File: config.mk
export PLATFORM = sky130hd
export DESIGN_NAME = ast_transceiver
export DESIGN_NICKNAME = d
export VERILOG_FILES = /design/src/ast_pkg.sv /design/src/ast_transceiver.sv
export SDC_FILE = /design/constraint.sdc
export NUM_CORES = 1
export LEC_CHECK = 0
export ABC_AREA = 1
export BUFFER_PORTS_ARGS = -buffer_cell sky130_fd_sc_hd__buf_2
export CORE_UTILIZATION = 46
export DETAILED_ROUTE_END_ITERATION = 8
export PLACE_DENSITY = 0.69
export SYNTH_ARGS = -nofsm -noshare
export SYNTH_HDL_FRONTEND = slang
export SYNTH_SLANG_ARGS = --single-unit
export TNS_END_PERCENT = 50
File: constraint.sdc
create_clock -name core_clk -period 3 [get_ports core_clk]
set_input_delay 0.75 -clock core_clk [delete_from_list [all_inputs] [get_ports core_clk]]
set_output_delay 0.75 -clock core_clk [all_outputs]
set_load 0.05 [all_outputs]
File: src/ast_pkg.sv
// constants for the async serial transceiver: register map, fields, reset values, timing
// assumes an 8-bit register port and a single 100 MHz core clock
`default_nettype none
package ast_pkg;
	// register offsets on the plain register port
	localparam logic [2:0] STATUS_OFS = 3'h0;
	localparam logic [2:0] DATA_OFS   = 3'h1;
	localparam logic [2:0] CTRL1_OFS  = 3'h2;
	localparam logic [2:0] CTRL2_OFS  = 3'h3;
	localparam logic [2:0] BAUD_OFS   = 3'h4;
	// status_port bits
	localparam int ST_TX_BUFFER_EMPTY_FLAG = 7;
	localparam int ST_TC   = 6;
	localparam int ST_RX_FULL_FLAG = 5;
	localparam int ST_IDLE = 4;
	localparam int ST_OVR  = 3;
	localparam int ST_NF   = 2;
	localparam int ST_FE   = 1;
	// control_one bits
	localparam int C1_R8 = 7;
	localparam int C1_T8 = 6;
	localparam int C1_M  = 4;
	// control_two bits
	localparam int C2_TIE  = 7;
	localparam int C2_TX_DONE_IRQ_EN = 6;
	localparam int C2_RIE  = 5;
	localparam int C2_IDLE_IRQ_EN = 4;
	localparam int C2_TE   = 3;
	localparam int C2_RE   = 2;
	localparam int C2_SBK  = 0;
	// baud_select fields: coarse prescaler, tx and rx power-of-two dividers
	localparam int BS_PR_HI = 7;
	localparam int BS_PR_LO = 6;
	localparam int BS_TR_HI = 5;
	localparam int BS_TR_LO = 3;
	localparam int BS_RR_HI = 2;
	localparam int BS_RR_LO = 0;
	localparam logic [3:0] PR_VAL0 = 4'h1;
	localparam logic [3:0] PR_VAL1 = 4'h3;
	localparam logic [3:0] PR_VAL2 = 4'h4;
	localparam logic [3:0] PR_VAL3 = 4'hd;
	// reset values
	localparam logic [7:0] CTRL1_RST = 8'h00;
	localparam logic [7:0] CTRL2_RST = 8'h00;
	localparam logic [7:0] BAUD_RST  = 8'h00;
	// frame timing
	localparam logic [4:0] SAMPLES_PER_BIT = 5'h10;
	localparam logic [4:0] SAMPLE_A        = 5'h08;
	localparam logic [4:0] SAMPLE_C        = 5'h0a;
	localparam logic [3:0] FRAME_LEN8      = 4'ha;
	localparam logic [3:0] FRAME_LEN9      = 4'hb;
	localparam logic [3:0] MARK_BIT_LEN    = 4'h1;
	localparam logic [3:0] SUB_LAST        = 4'hf;
endpackage
`default_nettype wire

File: src/ast_transceiver.sv
// async serial transceiver: tx path with holding buffer, x16 oversampled rx path, register port
// assumes the host keeps to the status-then-data access sequences and one strobe per cycle
//
// Contract
// - idle line high; pin released when disabled
// - start, 8 or 9 bits lsb first, stop
// - start bit low, stop bit high
// - ninth tx bit from control field
// - idle frame ones, break frame zeros
// - repeat breaks, then one mark bit
// - tx enable sends idle frame first
// - tx enable toggle: idle frame, drop buffer
// - busy write goes to holding buffer
// - idle write loads shifter, sets empty flag
// - buffer empty interrupt when enabled, unmasked
// - done flag and interrupt after stop
// - status access then data write clears
// - ninth rx bit into control field
// - rx enable starts start-bit search
// - completed char to buffer, full flag
// - status then data read clears full
// - overrun keeps buffer, flags, interrupts
// - overrun cleared by status, data read
// - idle frame detected raises idle interrupt
// - received break is a framing error
// - noise unless samples 8,9,10 agree
// - noise cleared by status, data read
// - false start discarded, noise held hidden
// - frame error flagged, data still moved
// - 16 samples, majority of 8,9,10
// - independent tx/rx baud dividers
`timescale 1ns/100ps
`default_nettype none
module ast_transceiver
	import ast_pkg::*;
(
	// clock and reset
	input  wire logic       core_clk,
	input  wire logic       rst_n,
	// register port
	input  wire logic [2:0] reg_addr,
	input  wire logic [7:0] reg_wdata,
	input  wire logic       reg_wr,
	input  wire logic       reg_rd,
	output logic      [7:0] reg_rdata,
	// processor interface
	input  wire logic       cpu_irq_mask,
	output logic            irq,
	// serial pins
	output logic            serial_tx_pin,
	output logic            serial_tx_oe_n,
	input  wire logic       serial_rx_pin
);
	typedef enum logic [3:0] {
		TX_QUIET = 4'b0001,
		TX_DATA  = 4'b0010,
		TX_BRK   = 4'b0100,
		TX_MARK  = 4'b1000
	} ast_tx_type;

	typedef enum logic [1:0] {
		RX_IDLE = 2'b01,
		RX_BUSY = 2'b10
	} ast_rx_type;

	typedef struct packed {
		logic [7:0]  rdata;
		logic [7:0]  ctrl2;
		logic        word9;
		logic        tx_ninth_bit;
		logic        rx_ninth_bit;
		logic [7:0]  baud;
		logic        tx_buffer_empty_flag;
		logic        tc;
		logic        rx_full_flag;
		logic        idle;
		logic        ovr;
		logic        nf;
		logic        fe;
		logic        seen;
		logic [7:0]  tx_holding_buffer;
		logic        tdr_full;
		logic        idle_pend;
		logic        te_q;
		logic        re_q;
		ast_tx_type  tx_st;
		logic [10:0] tx_shift;
		logic [3:0]  tx_left;
		logic [3:0]  tx_sub;
		logic [10:0] tx_cnt;
		logic [10:0] rx_cnt;
		logic [1:0]  rx_sync;
		logic        rx_prev;
		ast_rx_type  rx_st;
		logic [4:0]  samp;
		logic [2:0]  vote;
		logic [3:0]  bitn;
		logic [8:0]  rx_shift;
		logic        noise_acc;
		logic        hidden_nf;
		logic [8:0]  rx_holding_buffer;
		logic [7:0]  idle_cnt;
		logic        idle_arm;
	} ast_state_type;

	ast_state_type st;
	ast_state_type next_st;

	logic        te;
	logic        re;
	logic        send_break;
	logic [3:0]  pr_val;
	logic [10:0] tx_div;
	logic [10:0] rx_div;
	logic        tx_tick;
	logic        rx_tick;
	logic        tx_end;
	logic        frame_end;
	logic        launch;
	logic        direct;
	logic        maj;
	logic        noisy;
	logic        rx_s;
	logic [3:0]  flen;
	logic [7:0]  idle_len;
	logic        char_done;
	logic        idle_evt;
	logic        wr_data;
	logic        rd_data;

	assign te       = st.ctrl2[C2_TE];
	assign re       = st.ctrl2[C2_RE];
	assign send_break      = st.ctrl2[C2_SBK];
	assign flen     = st.word9 ? FRAME_LEN9 : FRAME_LEN8;
	assign idle_len = {flen, 4'h0};
	assign rx_s     = st.rx_sync[1];
	assign wr_data  = reg_wr && (reg_addr == DATA_OFS);
	assign rd_data  = reg_rd && (reg_addr == DATA_OFS);

	// coarse prescaler times power-of-two divider
	always_comb begin
		unique case (st.baud[BS_PR_HI:BS_PR_LO])
			2'b00: pr_val = PR_VAL0;
			2'b01: pr_val = PR_VAL1;
			2'b10: pr_val = PR_VAL2;
			2'b11: pr_val = PR_VAL3;
		endcase
	end
	assign tx_div  = 11'({7'h00, pr_val} << st.baud[BS_TR_HI:BS_TR_LO]);
	assign rx_div  = 11'({7'h00, pr_val} << st.baud[BS_RR_HI:BS_RR_LO]);
	assign tx_tick = (st.tx_cnt == tx_div - 11'h001);
	assign rx_tick = (st.rx_cnt == rx_div - 11'h001);

	assign tx_end    = (st.tx_st != TX_QUIET) && tx_tick && (st.tx_sub == SUB_LAST);
	assign frame_end = tx_end && (st.tx_left == MARK_BIT_LEN);
	assign launch    = te && ((st.tx_st == TX_QUIET) || frame_end);
	assign direct    = wr_data && te && st.te_q && (st.tx_st == TX_QUIET) && !send_break && !st.idle_pend;

	assign maj   = (st.vote[0] & st.vote[1]) | (st.vote[0] & st.vote[2]) | (st.vote[1] & st.vote[2]);
	assign noisy = !((st.vote[0] == st.vote[1]) && (st.vote[1] == st.vote[2]));

	assign char_done = (st.rx_st == RX_BUSY) && rx_tick && (st.samp == SAMPLES_PER_BIT)
		&& (st.bitn == flen - 4'h1);
	assign idle_evt  = re && (st.rx_st == RX_IDLE) && rx_tick && st.idle_arm && rx_s
		&& (st.idle_cnt == idle_len - 8'h01);

	always_comb begin
		next_st = st;
		next_st.rx_sync = {st.rx_sync[0], serial_rx_pin};
		next_st.te_q    = te;
		next_st.re_q    = re;
		next_st.tx_cnt  = tx_tick ? 11'h000 : st.tx_cnt + 11'h001;
		next_st.rx_cnt  = rx_tick ? 11'h000 : st.rx_cnt + 11'h001;

		// register port
		next_st.rdata = 8'h00;
		if (reg_rd) begin
			unique case (reg_addr)
				STATUS_OFS: next_st.rdata = {st.tx_buffer_empty_flag, st.tc, st.rx_full_flag, st.idle, st.ovr, st.nf, st.fe, 1'b0};
				DATA_OFS:   next_st.rdata = st.rx_holding_buffer[7:0];
				CTRL1_OFS:  next_st.rdata = {st.rx_ninth_bit, st.tx_ninth_bit, 1'b0, st.word9, 4'h0};
				CTRL2_OFS:  next_st.rdata = st.ctrl2;
				BAUD_OFS:   next_st.rdata = st.baud;
				default:    next_st.rdata = 8'h00;
			endcase
		end
		if (reg_rd && (reg_addr == STATUS_OFS))
			next_st.seen = 1'b1;
		if (reg_wr) begin
			unique case (reg_addr)
				CTRL1_OFS: begin
					next_st.tx_ninth_bit = reg_wdata[C1_T8];
					next_st.word9        = reg_wdata[C1_M];
				end
				CTRL2_OFS: next_st.ctrl2 = reg_wdata;
				BAUD_OFS:  next_st.baud  = reg_wdata;
				default:   next_st.ctrl2 = st.ctrl2;
			endcase
		end
		if (wr_data) begin
			next_st.seen = 1'b0;
			if (st.seen) begin
				next_st.tx_buffer_empty_flag = 1'b0;
				next_st.tc   = 1'b0;
			end
			if (!direct) begin
				next_st.tx_holding_buffer      = reg_wdata;
				next_st.tdr_full = 1'b1;
			end
		end
		if (rd_data) begin
			next_st.seen = 1'b0;
			if (st.seen) begin
				next_st.rx_full_flag = 1'b0;
				next_st.ovr  = 1'b0;
				next_st.nf   = 1'b0;
				next_st.fe   = 1'b0;
				next_st.idle = 1'b0;
			end
		end

		// transmitter enable edge: idle frame next, holding buffer dropped
		if (te && !st.te_q) begin
			next_st.idle_pend = 1'b1;
			next_st.tdr_full  = 1'b0;
			next_st.tx_buffer_empty_flag      = 1'b1;
		end

		// bit timing inside a frame
		if ((st.tx_st != TX_QUIET) && tx_tick) begin
			next_st.tx_sub = st.tx_sub + 4'h1;
			if (tx_end) begin
				next_st.tx_shift = {1'b1, st.tx_shift[10:1]};
				next_st.tx_left  = st.tx_left - 4'h1;
			end
		end
		if (frame_end)
			next_st.tx_st = TX_QUIET;

		// next frame choice at a frame boundary
		if (launch && te && st.te_q) begin
			next_st.tx_sub = 4'h0;
			if (send_break) begin
				next_st.tx_st    = TX_BRK;
				next_st.tx_shift = 11'h000;
				next_st.tx_left  = flen;
			end else if (frame_end && (st.tx_st == TX_BRK)) begin
				next_st.tx_st    = TX_MARK;
				next_st.tx_shift = 11'h7ff;
				next_st.tx_left  = MARK_BIT_LEN;
			end else if (st.idle_pend) begin
				next_st.tx_st     = TX_MARK;
				next_st.tx_shift  = 11'h7ff;
				next_st.tx_left   = flen;
				next_st.idle_pend = 1'b0;
			end else if (st.tdr_full) begin
				next_st.tx_st    = TX_DATA;
				next_st.tx_shift = {1'b1, st.word9 ? st.tx_ninth_bit : 1'b1, st.tx_holding_buffer, 1'b0};
				next_st.tx_left  = flen;
				next_st.tdr_full = 1'b0;
				next_st.tx_buffer_empty_flag     = 1'b1;
			end else if (direct) begin
				next_st.tx_st    = TX_DATA;
				next_st.tx_shift = {1'b1, st.word9 ? st.tx_ninth_bit : 1'b1, reg_wdata, 1'b0};
				next_st.tx_left  = flen;
				next_st.tx_buffer_empty_flag     = 1'b1;
			end else if (frame_end) begin
				next_st.tc = 1'b1;
			end
		end else if (frame_end) begin
			next_st.tc = 1'b1;
		end

		// receiver
		if (re && !st.re_q)
			next_st.idle_arm = 1'b1;
		if (rx_tick) begin
			next_st.rx_prev = rx_s;
			unique case (st.rx_st)
				RX_IDLE: begin
					next_st.idle_cnt = (rx_s && (st.idle_cnt != idle_len)) ? st.idle_cnt + 8'h01 : 8'h00;
					if (idle_evt) begin
						next_st.idle     = 1'b1;
						next_st.idle_arm = 1'b0;
					end
					if (re && st.rx_prev && !rx_s) begin
						next_st.rx_st     = RX_BUSY;
						next_st.samp      = 5'h01;
						next_st.bitn      = 4'h0;
						next_st.noise_acc = 1'b0;
					end
				end
				RX_BUSY: begin
					next_st.samp = st.samp + 5'h01;
					if ((st.samp >= SAMPLE_A - 5'h01) && (st.samp <= SAMPLE_C - 5'h01))
						next_st.vote = {st.vote[1:0], rx_s};
					if (st.samp == SAMPLES_PER_BIT) begin
						next_st.samp      = 5'h01;
						next_st.bitn      = st.bitn + 4'h1;
						next_st.noise_acc = st.noise_acc | noisy;
						if ((st.bitn == 4'h0) && maj) begin
							next_st.rx_st     = RX_IDLE;
							next_st.hidden_nf = 1'b1;
						end else if ((st.bitn != 4'h0) && !char_done) begin
							next_st.rx_shift = {maj, st.rx_shift[8:1]};
						end
					end
					if (char_done) begin
						next_st.rx_st    = RX_IDLE;
						next_st.idle_arm = 1'b1;
						next_st.idle_cnt = 8'h00;
						if (st.rx_full_flag && !(rd_data && st.seen)) begin
							next_st.ovr = 1'b1;
						end else begin
							next_st.rx_holding_buffer          = st.word9 ? st.rx_shift : {1'b0, st.rx_shift[8:1]};
							next_st.rx_ninth_bit = st.word9 & st.rx_shift[8];
							next_st.rx_full_flag         = 1'b1;
							next_st.nf           = st.noise_acc | noisy | st.hidden_nf;
							next_st.fe           = !maj;
							next_st.hidden_nf    = 1'b0;
						end
					end
				end
			endcase
		end
		if (!re)
			next_st.rx_st = RX_IDLE;
	end

	always_ff @(posedge core_clk) begin
		if (!rst_n) begin
			st              <= '0;
			st.ctrl2        <= CTRL2_RST;
			st.word9        <= CTRL1_RST[C1_M];
			st.baud         <= BAUD_RST;
			st.tx_buffer_empty_flag         <= 1'b1;
			st.tc           <= 1'b1;
			st.tx_st        <= TX_QUIET;
			st.tx_shift     <= 11'h7ff;
			st.rx_sync      <= 2'b11;
			st.rx_prev      <= 1'b1;
			st.rx_st        <= RX_IDLE;
		end else begin
			st <= next_st;
		end
	end

	assign reg_rdata      = st.rdata;
	assign serial_tx_pin  = (st.tx_st == TX_QUIET) ? 1'b1 : st.tx_shift[0];
	assign serial_tx_oe_n = !(te || re);
	assign irq = !cpu_irq_mask && ((st.tx_buffer_empty_flag && st.ctrl2[C2_TIE])
		|| (st.tc && st.ctrl2[C2_TX_DONE_IRQ_EN])
		|| ((st.rx_full_flag || st.ovr) && st.ctrl2[C2_RIE])
		|| (st.idle && st.ctrl2[C2_IDLE_IRQ_EN]));
endmodule // ast_transceiver
`default_nettype wire

==> Yosys cells after proc, flatten, opt, wreduce, memory -nomap -nowiden <==
Cells that the tools add are included.
{ "word_totals": {"regBits": 138, "in_bits": 17, "output_inout_bits": 11, "word_cells": 239} }
{ "classes": {"addsub": 11, "magnitude_cmp": 2, "eq_ne": 27, "n_shift": 2, "n_mux": 70, "n_bitwise": 12, "n_reduce_logical": 78} }
{ "ops": {"columns": ["operator", "n"], "rows": [
  ["$mux 19", 7],
  ["$pmux 8 s5", 1],
  ["$logic_and 1x1->1", 39],
  ["$mux 9", 4],
  ["$mux 15", 2],
  ["$mux 1", 26],
  ["$mux 2", 12],
  ["$mux 23", 1],
  ["$add 11x1->11 const B", 2],
  ["$eq 11x11->1", 2],
  ["$shl 4x3->11", 2],
  ["$sub 11x1->11 const B", 2],
  ["$mux 10", 2],
  ["$pmux 9 s2", 1],
  ["$reduce_and 2->1", 9],
  ["$pmux 4 s4", 1],
  ["$mux 7", 2],
  ["$pmux 7 s2", 1],
  ["$logic_not 1->1", 11],
  ["$mux 5", 2],
  ["$add 4x1->4 const B", 2],
  ["$add 8x1->8 const B", 1],
  ["$eq 4x1->1 const B", 2],
  ["$eq 8x8->1", 1],
  ["39 further kinds", 67]
]} }

==> Depth between registers and ports, before layout <==
Gate-level depths: netlist of the first run.
{ "depth": {"ltp_word": 17, "mapped_depth": 25, "mapped_depth_nobuf": 24} }

==> Least setup slack after synthesis of the first run <==
Ideal clock, no wire load.
{ "synth_path": {"path_kind": "reg-to-reg", "start": "reg st[117] in the netlist's numbering", "end": "reg st[10] in the netlist's numbering", "setup_time_ps": 113, "t_arrival_ps": 2535, "required_ps": 2887, "slack_ps": 351, "path_stages_with_launch": 25, "path_buffers": 2, "synth_period_minus_slack_ps": 2649, "path_cell_list": "dfxtp_1 > buf_6 > inv_6 > nand2_2 > nand2_1 > nor2_1 > inv_1 > nor2_2 > inv_2 > ha_1 > nand3_1 > inv_2 > nand2_1 > nand2_1 > nand2_1 > nand3_1 > nor2_1 > nand3_1 > nor2_2 > nand2_2 > nor2_2 > nand3_1 > buf_2 > nor2_1 > nor2_1"} }
{ "synth_via": {"elab_chain_len": 9, "elab_cells_between_ends": 12, "cone_classes": "1 x add/sub; 4 x eq/ne; 1 x shift; 1 x mux; 5 x reduce/logical"} }
{ "synth_rtl": {"columns": ["element", "line_no", "text"], "rows": [
  ["start, declared", "ast_transceiver.sv:106", "ast_state_type st;"],
  ["start signal, assigned", "ast_transceiver.sv:344", "st <= next_st;"],
  ["$eq 2x2->1, or another cell as far along", "ast_transceiver.sv:142", "unique case (st.baud[BS_PR_HI:BS_PR_LO])"],
  ["$pmux 4 s4 *", "ast_transceiver.sv:142", null],
  ["$shl 4x3->11 *", "ast_transceiver.sv:150", "assign rx_div = 11'({7'h00, pr_val} << st.baud[BS_RR_HI:BS_RR_LO]);"],
  ["$sub 11x1->11 *", "ast_transceiver.sv:152", "assign rx_tick = (st.rx_cnt == rx_div - 11'h001);"],
  ["$eq 11x11->1 *", "ast_transceiver.sv:152", null],
  ["$logic_and 1x1->1 (2 in series)", "ast_transceiver.sv:162", "assign char_done = (st.rx_st == RX_BUSY) && rx_tick && (st.samp == SAMPLES_PER_BIT)"],
  ["$logic_and 1x1->1", "ast_transceiver.sv:163", "&& (st.bitn == flen - 4'h1);"],
  ["$reduce_and 4->1 (no line) *", null, null]
]} }
Mark *: on every way between the ends. The rest lies on a longest branch, timed or not.
A chain may end at the register's enable or synchronous reset.

==> Worst setup path after layout of the first run <==
{ "layout_path": {"start": "reg st[118] in the netlist's numbering", "end": "reg st[93] in the netlist's numbering"} }
{ "layout_via": {"elab_chain_len": 13, "elab_cells_between_ends": 19, "cone_classes": "1 x add/sub; 4 x eq/ne; 1 x shift; 4 x mux; 9 x reduce/logical"} }
{ "layout_rtl": {"columns": ["element", "line_no", "text"], "rows": [
  ["$eq 2x2->1, or another cell as far along", "ast_transceiver.sv:142", null],
  ["$pmux 4 s4 *", "ast_transceiver.sv:142", null],
  ["$shl 4x3->11 *", "ast_transceiver.sv:149", "assign tx_div = 11'({7'h00, pr_val} << st.baud[BS_TR_HI:BS_TR_LO]);"],
  ["$sub 11x1->11 *", "ast_transceiver.sv:151", "assign tx_tick = (st.tx_cnt == tx_div - 11'h001);"],
  ["$eq 11x11->1 *", "ast_transceiver.sv:151", null],
  ["$logic_and 1x1->1 * (2 in series)", "ast_transceiver.sv:154", "assign tx_end = (st.tx_st != TX_QUIET) && tx_tick && (st.tx_sub == SUB_LAST);"],
  ["$logic_and 1x1->1 *", "ast_transceiver.sv:155", "assign frame_end = tx_end && (st.tx_left == MARK_BIT_LEN);"],
  ["$logic_or 1x1->1", "ast_transceiver.sv:156", "assign launch = te && ((st.tx_st == TX_QUIET) || frame_end);"],
  ["$logic_and 1x1->1", "ast_transceiver.sv:156", null],
  ["$logic_and 1x1->1 (2 in series)", "ast_transceiver.sv:241", "if (launch && te && st.te_q) begin"],
  ["$mux 2 *", "ast_transceiver.sv:241", null]
]} }
Marked as above.

==> out/results.md, run 1 <==
| Item | Value |
|---|---|
| Overall power after layout | 4.770 mW |
| Most used flip-flop cell after synthesis | sky130_fd_sc_hd__dfxtp_1 |
| Mean instance size in the synthesized netlist | 6.590 sq um |
| Total clock buffers created by CTS | 17 |
| Length in cells of the worst reg-to-reg path | 18 |
| Die width | 134.1 microns |
| NumNets Final | 1,306 |
| Clock network latency to the later pin of the worst-skew pair | 0.42 ns |
| Count of final setup violators | 0 |
| Endpoint, Worst Hold | rx_s |
| Global placement routability congestion | 0.8699 |
| Total DRC errors in the routed layout | 0 |
| Cell types with the largest area share after synthesis | sky130_fd_sc_hd__dfxtp_1 (34%), sky130_fd_sc_hd__nand2_1 (14%), sky130_fd_sc_hd__inv_1 (6.9%) |
| Core Region | 0.01682 sq mm |
| Post-synthesis sequential element count | 137 |
| Count of flip-flops with a built-in enable after synthesis | 0 |
| Biggest fanout along the worst timing path | 9 |
| Hold Violations, Final | 0 |
| Iter 0 DRT Violations | 549 |
| Worst rel slew slack | 47.54% |
| Filler Cells Inserted | 1,675 |
| Dpl ws | -0.02655 ns |
| Worst hold slack after final layout | 0.4154 ns |
| Terminus of the critical flop-to-flop path | st[93] |
| Die Y-Extent | 134.1 microns |
| CTS Root Cell | sky130_fd_sc_hd__clkbuf_16 |
| Maximum clock insertion buffer count | 2 |
| Synth area leader | sky130_fd_sc_hd__dfxtp_1 |
| Syn Inst Count | 1,219 |
| Die Footprint | 0.01799 sq mm |
| IR Drop Worst-Case VDD | 430.6 uV |
| Final slew viol count | 0 |
| Cell depth of the worst hold path | 1 |
| R2r startpoint | st[118] |
| Final worst path period share | 94.96% |
| Area grow syn2layout | 16.67% |
| Leakage power total | 4.233 nW |
| Max capacitance violation total | 0 |
| Outcome | finished, final reports clean |
| Via-to-Cell Ratio | 5.198 |
| Post-layout instance area | 0.009371 sq mm |
| Post-detail-place hpwl | 15.04 mm |
| Net Count, Synth | 1,252 |
| Count of cell types in the netlist | 52 |
| Remaining antenna violation count | 0 |
| Depth of the CTS H-tree | 4 |
| Number of synthesis warnings | 0 |
| Worst hold path type | reg2reg |
| Achievable Freq | 0.3510 GHz |
| Detailed Route WL | 20.34 mm |
| Clk sinks | 137 |
| Average detailed-routed wire length per instance | 13.52 microns |
| Sum of negative setup slack | 0 ns |
| Register-to-register setup slack | 0.15 ns |
| Gr ovfl total | 0 |
| Worst setup path class | reg2reg |
| Cell Area, Synth | 0.008033 sq mm |
| Hold path startpoint | next_st[45] |
| Clock tree from TritonCTS | built |
| Required time worst endpoint | 3.30 ns |
| Worst Path Arrival | 3.15 ns |
| Wire length of the first global-routing pass | 33.00 mm |
| Initial antenna violation count | 0 |
| Effective utilization at floorplan | 47.76% |
| Num ports | 28 |
| Total number of vias | 7,818 |
| Number of input and output port buffers inserted | 27 |
| Post-layout worst setup margin | 0.1512 ns |
| Ratio of cells with drive above 1 in the final layout | 16.43% |
| Via count of the first global-routing pass | 7,000 |
| Sequential element share of the synthesized area | 34.14% |
| Final clock skew | 0.007356 ns |
| Antenna diode count | 0 |
| Number of core rows | 47 |
| Tot GR Track Use | 22.79% |
| Fraction of post-synthesis cell area in the top cell type by area | 34.14% |
| Fraction of registers with async set or reset after synthesis | 0% |
| Post-DP Area | 0.008437 sq mm |
| Shortest period the worst path allows | 2.849 ns |
| Pin count of the biggest net entering global routing | 42 |
| Worst Tran Pin Value | 0.7808 ns |
| Detailed-router iteration count before antenna repair | 5 |
| Worst Setup Start Kind | flip-flop |
| Worst Setup End Kind | flip-flop |
| Pwr/cell area | 509.0 mW/mm^2 |
| Clock-pin slew of the registers on the worst-case setup and hold paths | 0.06 ns |
==> flip-flops by register name, indices dropped and copies added (netlist names) <==
register and flops:
next_st 3, rx_s 1, reg_rdata 8, send_break 1
st 124
==> timing repair <==
action / in CTS / in global routing
pin swaps: 0 / 15
resized for setup: 4 / 47
cloned: 0 / 2
endpoints found under the hold margin: 0 / 0
setup endpoints to repair: 15 / 65
buffers inserted: 1 / 15
hold buffers: 0 / 0
==> critical path, stage by stage (launching register included) <==
cell                      delay, ns
sky130_fd_sc_hd__dfxtp_4       0.41
sky130_fd_sc_hd__inv_2         0.05
sky130_fd_sc_hd__buf_4         0.16
sky130_fd_sc_hd__nand3_1       0.10
sky130_fd_sc_hd__nand3_2       0.12
sky130_fd_sc_hd__nand3_2       0.14
sky130_fd_sc_hd__nand3_2       0.13
sky130_fd_sc_hd__nor2_4        0.19
sky130_fd_sc_hd__nand2_1       0.07
sky130_fd_sc_hd__nand2_1       0.10
sky130_fd_sc_hd__nand2_1       0.10
sky130_fd_sc_hd__nor2_2        0.14
sky130_fd_sc_hd__nand3_2       0.13
sky130_fd_sc_hd__nor2_8        0.17
sky130_fd_sc_hd__nand4_4       0.13
sky130_fd_sc_hd__nand2_4       0.13
sky130_fd_sc_hd__and2_1        0.17
sky130_fd_sc_hd__buf_4         0.19
sky130_fd_sc_hd__a31oi_1       0.09
==> cells in the mapped netlist, types with 8 or more instances <==
library cell / number
sky130_fd_sc_hd__a21oi_1: 81
sky130_fd_sc_hd__buf_4: 10
sky130_fd_sc_hd__clkbuf_1: 17
sky130_fd_sc_hd__dfxtp_1: 137
sky130_fd_sc_hd__ha_1: 16
sky130_fd_sc_hd__inv_1: 147
sky130_fd_sc_hd__inv_2: 16
sky130_fd_sc_hd__nand2_1: 299
sky130_fd_sc_hd__nand2_2: 15
sky130_fd_sc_hd__nand3_1: 86
sky130_fd_sc_hd__nand3_2: 10
sky130_fd_sc_hd__nand4_1: 26
sky130_fd_sc_hd__nor2_1: 135
sky130_fd_sc_hd__nor2_2: 8
sky130_fd_sc_hd__nor3_1: 16
sky130_fd_sc_hd__o21ai_0: 60
sky130_fd_sc_hd__o21ai_1: 19
sky130_fd_sc_hd__or2_2: 9
sky130_fd_sc_hd__xor2_1: 21
==> per-stage QoR <==
step                      util, %  std cells
after detailed placement    50.16       1456
after global placement      50.16       1456
after floorplan                 -       1219
after global routing        55.72       1504
after CTS                   53.97       1487
final                       55.72       1504
==> layout by cell type (no fill, tap or decap), types with 4 or more instances in the layout <==
master | Yosys | routed
sky130_fd_sc_hd__a211oi_1 | 6 | 6
sky130_fd_sc_hd__a21oi_1 | 81 | 81
sky130_fd_sc_hd__a221oi_1 | 6 | 6
sky130_fd_sc_hd__buf_2 | 5 | 27
sky130_fd_sc_hd__buf_4 | 10 | 42
sky130_fd_sc_hd__clkbuf_16 | 0 | 17
sky130_fd_sc_hd__clkbuf_8 | 0 | 5
sky130_fd_sc_hd__dfxtp_1 | 137 | 132
sky130_fd_sc_hd__ha_1 | 16 | 14
sky130_fd_sc_hd__inv_1 | 147 | 144
sky130_fd_sc_hd__inv_2 | 16 | 17
sky130_fd_sc_hd__nand2_1 | 299 | 291
sky130_fd_sc_hd__nand2_2 | 15 | 19
sky130_fd_sc_hd__nand2_4 | 1 | 5
sky130_fd_sc_hd__nand3_1 | 86 | 83
sky130_fd_sc_hd__nand3_2 | 10 | 13
sky130_fd_sc_hd__nand3b_1 | 4 | 4
sky130_fd_sc_hd__nand4_1 | 26 | 26
sky130_fd_sc_hd__nor2_1 | 135 | 128
sky130_fd_sc_hd__nor2_2 | 8 | 12
sky130_fd_sc_hd__nor2_4 | 6 | 10
sky130_fd_sc_hd__nor3_1 | 16 | 16
sky130_fd_sc_hd__nor3b_1 | 7 | 7
sky130_fd_sc_hd__nor4_1 | 5 | 5
sky130_fd_sc_hd__o211ai_1 | 6 | 6
sky130_fd_sc_hd__o21ai_0 | 60 | 60
sky130_fd_sc_hd__o21ai_1 | 19 | 17
sky130_fd_sc_hd__o21ai_2 | 2 | 4
sky130_fd_sc_hd__o22ai_1 | 7 | 7
sky130_fd_sc_hd__or2_2 | 9 | 9
sky130_fd_sc_hd__xor2_1 | 21 | 20
==> area by class of cell <==
cell class / instances / area, sq um / share of cell area [%]
well taps: 220 / 275.3 / 2.937
flip-flops and latches: 137 / 2754 / 29.39
repair buffers: 72 / 484.2 / 5.167
clock inverters: 7 / 115.1 / 1.228
clock buffers: 23 / 498.0 / 5.314
inverters: 166 / 634.4 / 6.769
multi-input cells: 879 / 4611 / 49.20
==> routing by layer <==
| metal | GRT usage [%] | vias to the layer above | part of all wire (%) |
|---|---|---|---|
| li1 | - | 4061 | - |
| met1 | 31.59 | 3578 | 49 |
| met3 | 4.460 | 17 | 4.5 |
| met5 | 0 | - | 0 |
| met2 | 35.81 | 162 | 45 |
| met4 | 6.554 | 0 | 1.3 |
==> worst max path at each step <==
stage / start / end / slack (ns) / cells after the start
final: st[118] / st[93] / 0.15 / 18
after global routing: st[117] / st[75] / -0.02 / 19
after CTS: st[117] / st[87] / 0.00007 / 18
after detailed placement: st[118] / st[87] / -0.03 / 22
after global placement: st[118] / st[87] / 0.006 / 22
after floorplan: st[117] / st[10] / 0.35 / 24
==> power breakdown <==
| group | switching, mW | internal [mW] | total (mW) |
|---|---|---|---|
| combinational | 0.429 | 0.248 | 0.677 |
| sequential | 0.0454 | 1.86 | 1.91 |
| clock | 0.778 | 1.41 | 2.18 |
| total | 1.25 | 3.52 | 4.77 |
==> kinds of logic after synthesis <==
kind of cell | after synthesis | synth area share (%)
AO/OA/AOI/OAI | 200 | 13.80
AND/OR/NAND/NOR | 638 | 36.43
adder cells (fa/ha/maj) | 16 | 2.492
flip-flops | 137 | 34.14
XOR/XNOR | 24 | 2.617
buffers and inverters | 204 | 10.51
No activity file was read; power rests on OpenSTA's default activity.
==> run 2: changes to the inputs <==
- CORE_ASPECT_RATIO: unset -> 0.75
==> out/results.md, run 2 (synthesis gave the netlist of run 1 again) <==
| Item | Value |
|---|---|
| Levels on crit path | 20 |
| Gr ovfl total | 0 |
| Via count of the first global-routing pass | 6,798 |
| Top register by number of flip-flops | st |
| Initial antenna violation count | 0 |
| Iter 0 DRT Violations | 666 |
| Worst Path Arrival | 3.14 ns |
| Die width | 154.6 microns |
| Number of input and output port buffers inserted | 27 |
| Wire length of the first global-routing pass | 33.53 mm |
| Worst rel slew slack | 53.47% |
| Filler Cells Inserted | 1,626 |
| Num ports | 28 |
| Area grow syn2layout | 17.51% |
| CTS Root Cell | sky130_fd_sc_hd__clkbuf_16 |
| Die Footprint | 0.01800 sq mm |
| Worst Tran Pin Value | 0.6926 ns |
| Core Region | 0.01693 sq mm |
| Average detailed-routed wire length per instance | 14.19 microns |
| Worst setup path class | reg2reg |
| Kind of cell adding the most delay to the critical path | simple AND/OR/NAND/NOR gates |
| Effective utilization at floorplan | 47.45% |
| Slowest CP cell | sky130_fd_sc_hd__dfxtp_4 |
| Unrepaired setup endpoints after global routing | yes |
| Dominant cell type by count on the critical path | sky130_fd_sc_hd__nand3_2 |
| Clock tree from TritonCTS | built |
| Max capacitance violation total | 0 |
| R2r startpoint | st[118] |
| Clock network latency to the later pin of the worst-skew pair | 0.43 ns |
| NumNets Final | 1,303 |
| Endpoint, Worst Hold | rx_s |
| Dpl ws | -0.02786 ns |
| Leading cell types in the layout, fill and taps excluded | sky130_fd_sc_hd__nand2_1 (287), sky130_fd_sc_hd__inv_1 (144), sky130_fd_sc_hd__dfxtp_1 (130), sky130_fd_sc_hd__nor2_1 (129), sky130_fd_sc_hd__nand3_1 (81) |
| Detailed-router iteration count before antenna repair | 6 |
| Biggest fanout along the worst timing path | 7 |
| Required time worst endpoint | 3.30 ns |
| Slowest stage delay, CP | 0.40 ns |
| Worst hold path type | reg2reg |
| Shortest period the worst path allows | 2.838 ns |
| Cell depth of the worst hold path | 1 |
| Max reg flops | 124 |
| Number of core rows | 41 |
| Final clock skew | 0.004949 ns |
| Pwr/cell area | 529.6 mW/mm^2 |
| Tot GR Track Use | 23.62% |
| Count of buffer and inverter cells on the critical path | 4 |
| Pin count of the biggest net entering global routing | 50 |
| Terminus of the critical flop-to-flop path | st[87] |
| Post-layout worst setup margin | 0.1622 ns |
| Depth of the CTS H-tree | 4 |
| Register area | 0.002756 sq mm |
| Worst Setup Start Kind | flip-flop |
| Maximum clock insertion buffer count | 2 |
| Via-to-Cell Ratio | 5.271 |
| Post-detail-place hpwl | 15.24 mm |
| Ratio of cells with drive above 1 in the final layout | 17.08% |
| Worst Setup End Kind | flip-flop |
| Remaining antenna violation count | 0 |
| Outcome | finished, final reports clean |
| Final slew viol count | 0 |
| IR Drop Worst-Case VDD | 315.8 uV |
| Final worst path period share | 94.59% |
| Die Y-Extent | 116.4 microns |
| Number of standard cells in the final layout excluding fillers | 1,497 |
| Total number of vias | 7,891 |
| Detailed Route WL | 21.24 mm |
| Total clock buffers created by CTS | 17 |
| Most common cell after layout, fill and taps aside | sky130_fd_sc_hd__nand2_1 |
| Global placement routability congestion | 0.9119 |
| Hold Violations, Final | 0 |
| Clock-pin slew of the registers on the worst-case setup and hold paths | 0.06 ns |
| Register-to-register setup slack | 0.16 ns |
| Clk sinks | 137 |
| Antenna diode count | 0 |
| Multi-input gate area in the final layout | 0.004646 sq mm |
| Achievable Freq | 0.3524 GHz |
| Cell breakdown of the critical path | inv_2 -> buf_4 -> nand3_2 -> nand3_2 -> nand3_4 -> nand3_2 -> nor2_4 -> nand2_1 -> nand2_1 -> inv_2 -> nor2_1 -> nand3_2 -> nor2_8 -> nand4_4 -> nand2_4 -> nand2_4 -> inv_4 -> o21ai_1 -> o21ai_1 -> nand2_1 |
| Final core utilization | 55.76% |
| Hold path startpoint | next_st[45] |
| Length in cells of the worst reg-to-reg path | 20 |
| Leakage power total | 4.254 nW |
| Sum of negative setup slack | 0 ns |
| Count of final setup violators | 0 |
| Total DRC errors in the routed layout | 0 |
| Instance count after placement with tap cells included | 1,451 |
run 2: cell types whose count changed in the layout (fill, tap and decap cells not counted), moves of 3 or more:
cell / previous run / this run
sky130_fd_sc_hd__nand2_1: 291 / 287
sky130_fd_sc_hd__bufinv_16: 3 / 6
sky130_fd_sc_hd__o21ai_1: 17 / 20
sky130_fd_sc_hd__a21oi_1: 81 / 78
sky130_fd_sc_hd__buf_4: 42 / 36
sky130_fd_sc_hd__a21oi_2: 3 / 6
sky130_fd_sc_hd__nand2_2: 19 / 23
run 2: layer usage:
metal,GRT usage (%),part of all wire (%),up-vias
met5,0,0,-
met4,7.591,1.5,0
met3,5.455,5.8,27
met2,34.66,41,223
met1,34.07,52,3576
li1,-,-,4065
run 2: cell type report:
| type | count | share of cell area (%) |
|---|---|---|
| clock buffer | 20 | 4.944 |
| inverter | 166 | 6.721 |
| sequential | 137 | 29.20 |
| clock inverter | 11 | 2.293 |
| tap | 215 | 2.850 |
| timing repair buffer | 67 | 4.772 |
| multi-input combinational | 881 | 49.22 |
run 2: stage by stage:
step | hold WS [ns] | cell area, sq um | power (mW)
after global routing | 0.4258 | 9439 | 5.201
after global placement | 0.3979 | 8431 | 2.543
after CTS | 0.4126 | 9119 | 4.979
final | 0.4195 | 9439 | 4.999
after floorplan | 0.3925 | 8033 | 2.408
after detailed placement | 0.4030 | 8431 | 2.548
run 2: how the worst max path moves through the flow:
stage                       start     end  slack [ns]
after global routing      st[118]  st[87]       -0.05
after floorplan           st[117]  st[10]        0.35
after global placement    st[118]  st[32]        0.04
after detailed placement  st[118]  st[32]       -0.03
final                     st[118]  st[87]        0.16
after CTS                 st[117]  st[16]        0.04
run 2: repair_timing:
action / CTS / global route
hold buffers: 0 / 0
gates cloned: 0 / 3
resized for setup: 3 / 58
pin swaps: 0 / 16
setup buffers: 0 / 12
setup endpoints to repair: 7 / 73
run 2: power breakdown:
| part | internal (mW) | total [mW] | switching [mW] |
|---|---|---|---|
| Clock | 1.62 | 2.44 | 0.816 |
| Sequential | 1.86 | 1.91 | 0.0446 |
| Combinational | 0.225 | 0.652 | 0.428 |
| Total | 3.71 | 5.00 | 1.29 |
==> run 3: changes to the inputs <==
- GPL_ROUTABILITY_DRIVEN: unset -> 0
- clock period: 3 -> 3.2 ns (I/O delays scaled with it)
==> out/results.md, run 3 (synthesis gave the netlist of run 1 again) <==
| Item | Value |
|---|---|
| Core Region | 0.01693 sq mm |
| Detailed-router iteration count before antenna repair | 5 |
| Detailed Route WL | 20.97 mm |
| Launching instance or port of the critical path | st[117] |
| Remaining antenna violation count | 0 |
| Biggest fanout along the worst timing path | 7 |
| Via count of the first global-routing pass | 6,979 |
| Instance count after placement with tap cells included | 1,442 |
| Die Y-Extent | 116.4 microns |
| Die Footprint | 0.01800 sq mm |
| Achievable Freq | 0.3324 GHz |
| Die width | 154.6 microns |
| Num ports | 28 |
| Area grow syn2layout | 13.77% |
| Required time worst endpoint | 3.52 ns |
| Clock power share | 46.6% |
| Sum of negative setup slack | 0 ns |
| Most common cell after layout, fill and taps aside | sky130_fd_sc_hd__nand2_1 |
| Worst Setup End Kind | flip-flop |
| Count of final setup violators | 0 |
| Worst setup path class | reg2reg |
| Internal power consumption | 3.256 mW |
| Iter 0 DRT Violations | 709 |
| Ratio of cells with drive above 1 in the final layout | 14.12% |
| Number of standard cells in the final layout excluding fillers | 1,483 |
| Worst Tran Pin Value | 0.7867 ns |
| Max reg flops | 124 |
| Maximum clock insertion buffer count | 2 |
| Clk sinks | 137 |
| Register-to-register setup slack | 0.19 ns |
| Gr ovfl total | 0 |
| Average detailed-routed wire length per instance | 14.14 microns |
| Number of core rows | 41 |
| Initial antenna violation count | 0 |
| NumNets Final | 1,289 |
| IR Drop Worst-Case VDD | 348.8 uV |
| Length in cells of the worst reg-to-reg path | 23 |
| Worst Setup Start Kind | flip-flop |
| Psw | 1.217 mW |
| Tot GR Track Use | 24.09% |
| Multi-input gate area in the final layout | 0.004528 sq mm |
| Pin count of the biggest net entering global routing | 72 |
| Post-DP Area | 0.008363 sq mm |
| Worst Path Arrival | 3.33 ns |
| Wire length of the first global-routing pass | 34.36 mm |
| Final worst path period share | 94.02% |
| Final slew viol count | 0 |
| Hold Violations, Final | 0 |
| Antenna diode count | 0 |
| Effective utilization at floorplan | 47.45% |
| Share of total power consumed by net switching | 27.20% |
| Final core utilization | 53.98% |
| Terminus of the critical flop-to-flop path | st[4] |
| Final clock skew | 0.006667 ns |
| CTS Root Cell | sky130_fd_sc_hd__clkbuf_16 |
| R2r startpoint | st[117] |
| Share of total power in combinational logic | 13.4% |
| Number of input and output port buffers inserted | 27 |
| Post-layout instance area | 0.009139 sq mm |
| Outcome | finished, final reports clean |
| Clock-pin slew of the registers on the worst-case setup and hold paths | 0.06 ns |
| Worst hold path type | reg2reg |
| Clock network latency to the later pin of the worst-skew pair | 0.43 ns |
| Register area | 0.002750 sq mm |
| Leading cell types in the layout, fill and taps excluded | sky130_fd_sc_hd__nand2_1 (296), sky130_fd_sc_hd__inv_1 (146), sky130_fd_sc_hd__dfxtp_1 (133), sky130_fd_sc_hd__nor2_1 (132), sky130_fd_sc_hd__nand3_1 (85) |
| Shortest period the worst path allows | 3.009 ns |
| Post-detail-place hpwl | 15.24 mm |
| Leakage power total | 4.130 nW |
| Relative contribution of sequential cells to total power | 40.0% |
| Total DRC errors in the routed layout | 0 |
| Worst rel slew slack | 47.23% |
| Clock tree from TritonCTS | built |
| Via-to-Cell Ratio | 5.291 |
| Max capacitance violation total | 0 |
| Total clock buffers created by CTS | 17 |
| Depth of the CTS H-tree | 4 |
| Pwr/cell area | 489.4 mW/mm^2 |
| Filler Cells Inserted | 1,668 |
| Top register by number of flip-flops | st |
| Worst setup path endpoint | st[4] |
| Total number of vias | 7,847 |
-- run 3: what timing repair did --
| action | in CTS | in global routing |
|---|---|---|
| endpoints found under the setup margin | 0 | 82 |
| resized for setup | 0 | 22 |
| hold buffers | 0 | 0 |
| setup buffers | 0 | 8 |
-- run 3: metal layers --
metal	vias to the layer above	track usage (%)	routed length, microns
met2	222	35.90	8762
met5	-	0	0
met1	3567	35.22	10710
met4	0	6.337	235
met3	20	4.898	1265
li1	4038	-	-
-- run 3: area by class of cell --
cell class                 count  area share [%]
clock buffer                  21           5.257
tap                          215           2.944
clock inverter                10           1.547
timing repair buffer          54           3.697
sequential                   137           30.09
multi-input combinational    880           49.55
inverter                     166           6.914
-- run 3: power by group through the flow --
stage	Sequential [mW]	Combinational [mW]	Clock, mW
global placement	1.83	0.553	0
global route	1.80	0.676	2.17
finish	1.79	0.599	2.08
floorplan	1.81	0.445	0
CTS	1.79	0.563	2.10
detailed placement	1.83	0.558	0
-- run 3: critical path, cell delays in order, from the launching register on --
cell                      delay [ns]
sky130_fd_sc_hd__dfxtp_2        0.36
sky130_fd_sc_hd__inv_6          0.05
sky130_fd_sc_hd__nand2_2        0.10
sky130_fd_sc_hd__nand2_1        0.11
sky130_fd_sc_hd__nor2_2         0.12
sky130_fd_sc_hd__inv_1          0.06
sky130_fd_sc_hd__nor2_2         0.13
sky130_fd_sc_hd__inv_2          0.06
sky130_fd_sc_hd__ha_1           0.23
sky130_fd_sc_hd__nand3_2        0.11
sky130_fd_sc_hd__inv_2          0.06
sky130_fd_sc_hd__nand2_1        0.10
sky130_fd_sc_hd__nand2_1        0.10
sky130_fd_sc_hd__nand2_1        0.07
sky130_fd_sc_hd__nand3_1        0.06
sky130_fd_sc_hd__nor2_1         0.10
sky130_fd_sc_hd__nand3_1        0.11
sky130_fd_sc_hd__nor2_4         0.13
sky130_fd_sc_hd__nand4_1        0.28
sky130_fd_sc_hd__nand2_4        0.20
sky130_fd_sc_hd__buf_4          0.14
sky130_fd_sc_hd__nand3_1        0.06
sky130_fd_sc_hd__nand2_1        0.08
sky130_fd_sc_hd__nor2_1         0.03
-- run 3: worst min-delay path by stage --
stage	endpoint	from	slack, ns	cells after the start
2_1_floorplan	rx_s	next_st[45]	0.39	1
3_3_place_gp	rx_s	next_st[45]	0.39	1
3_5_place_dp	rx_s	next_st[45]	0.40	1
4_1_cts	rx_s	next_st[45]	0.41	1
5_1_grt	rx_s	next_st[45]	0.45	1
6_report	rx_s	next_st[45]	0.41	1
-- run 3: through the flow --
step | total power, mW | hold slack (ns) | setup WS, ns
after floorplan | 2.257 | 0.3925 | 0.5513
after global placement | 2.378 | 0.3947 | 0.1312
after detailed placement | 2.385 | 0.3993 | 0.03183
after CTS | 4.454 | 0.4131 | 0.02518
after global routing | 4.644 | 0.4451 | -0.03664
final | 4.473 | 0.4124 | 0.1913
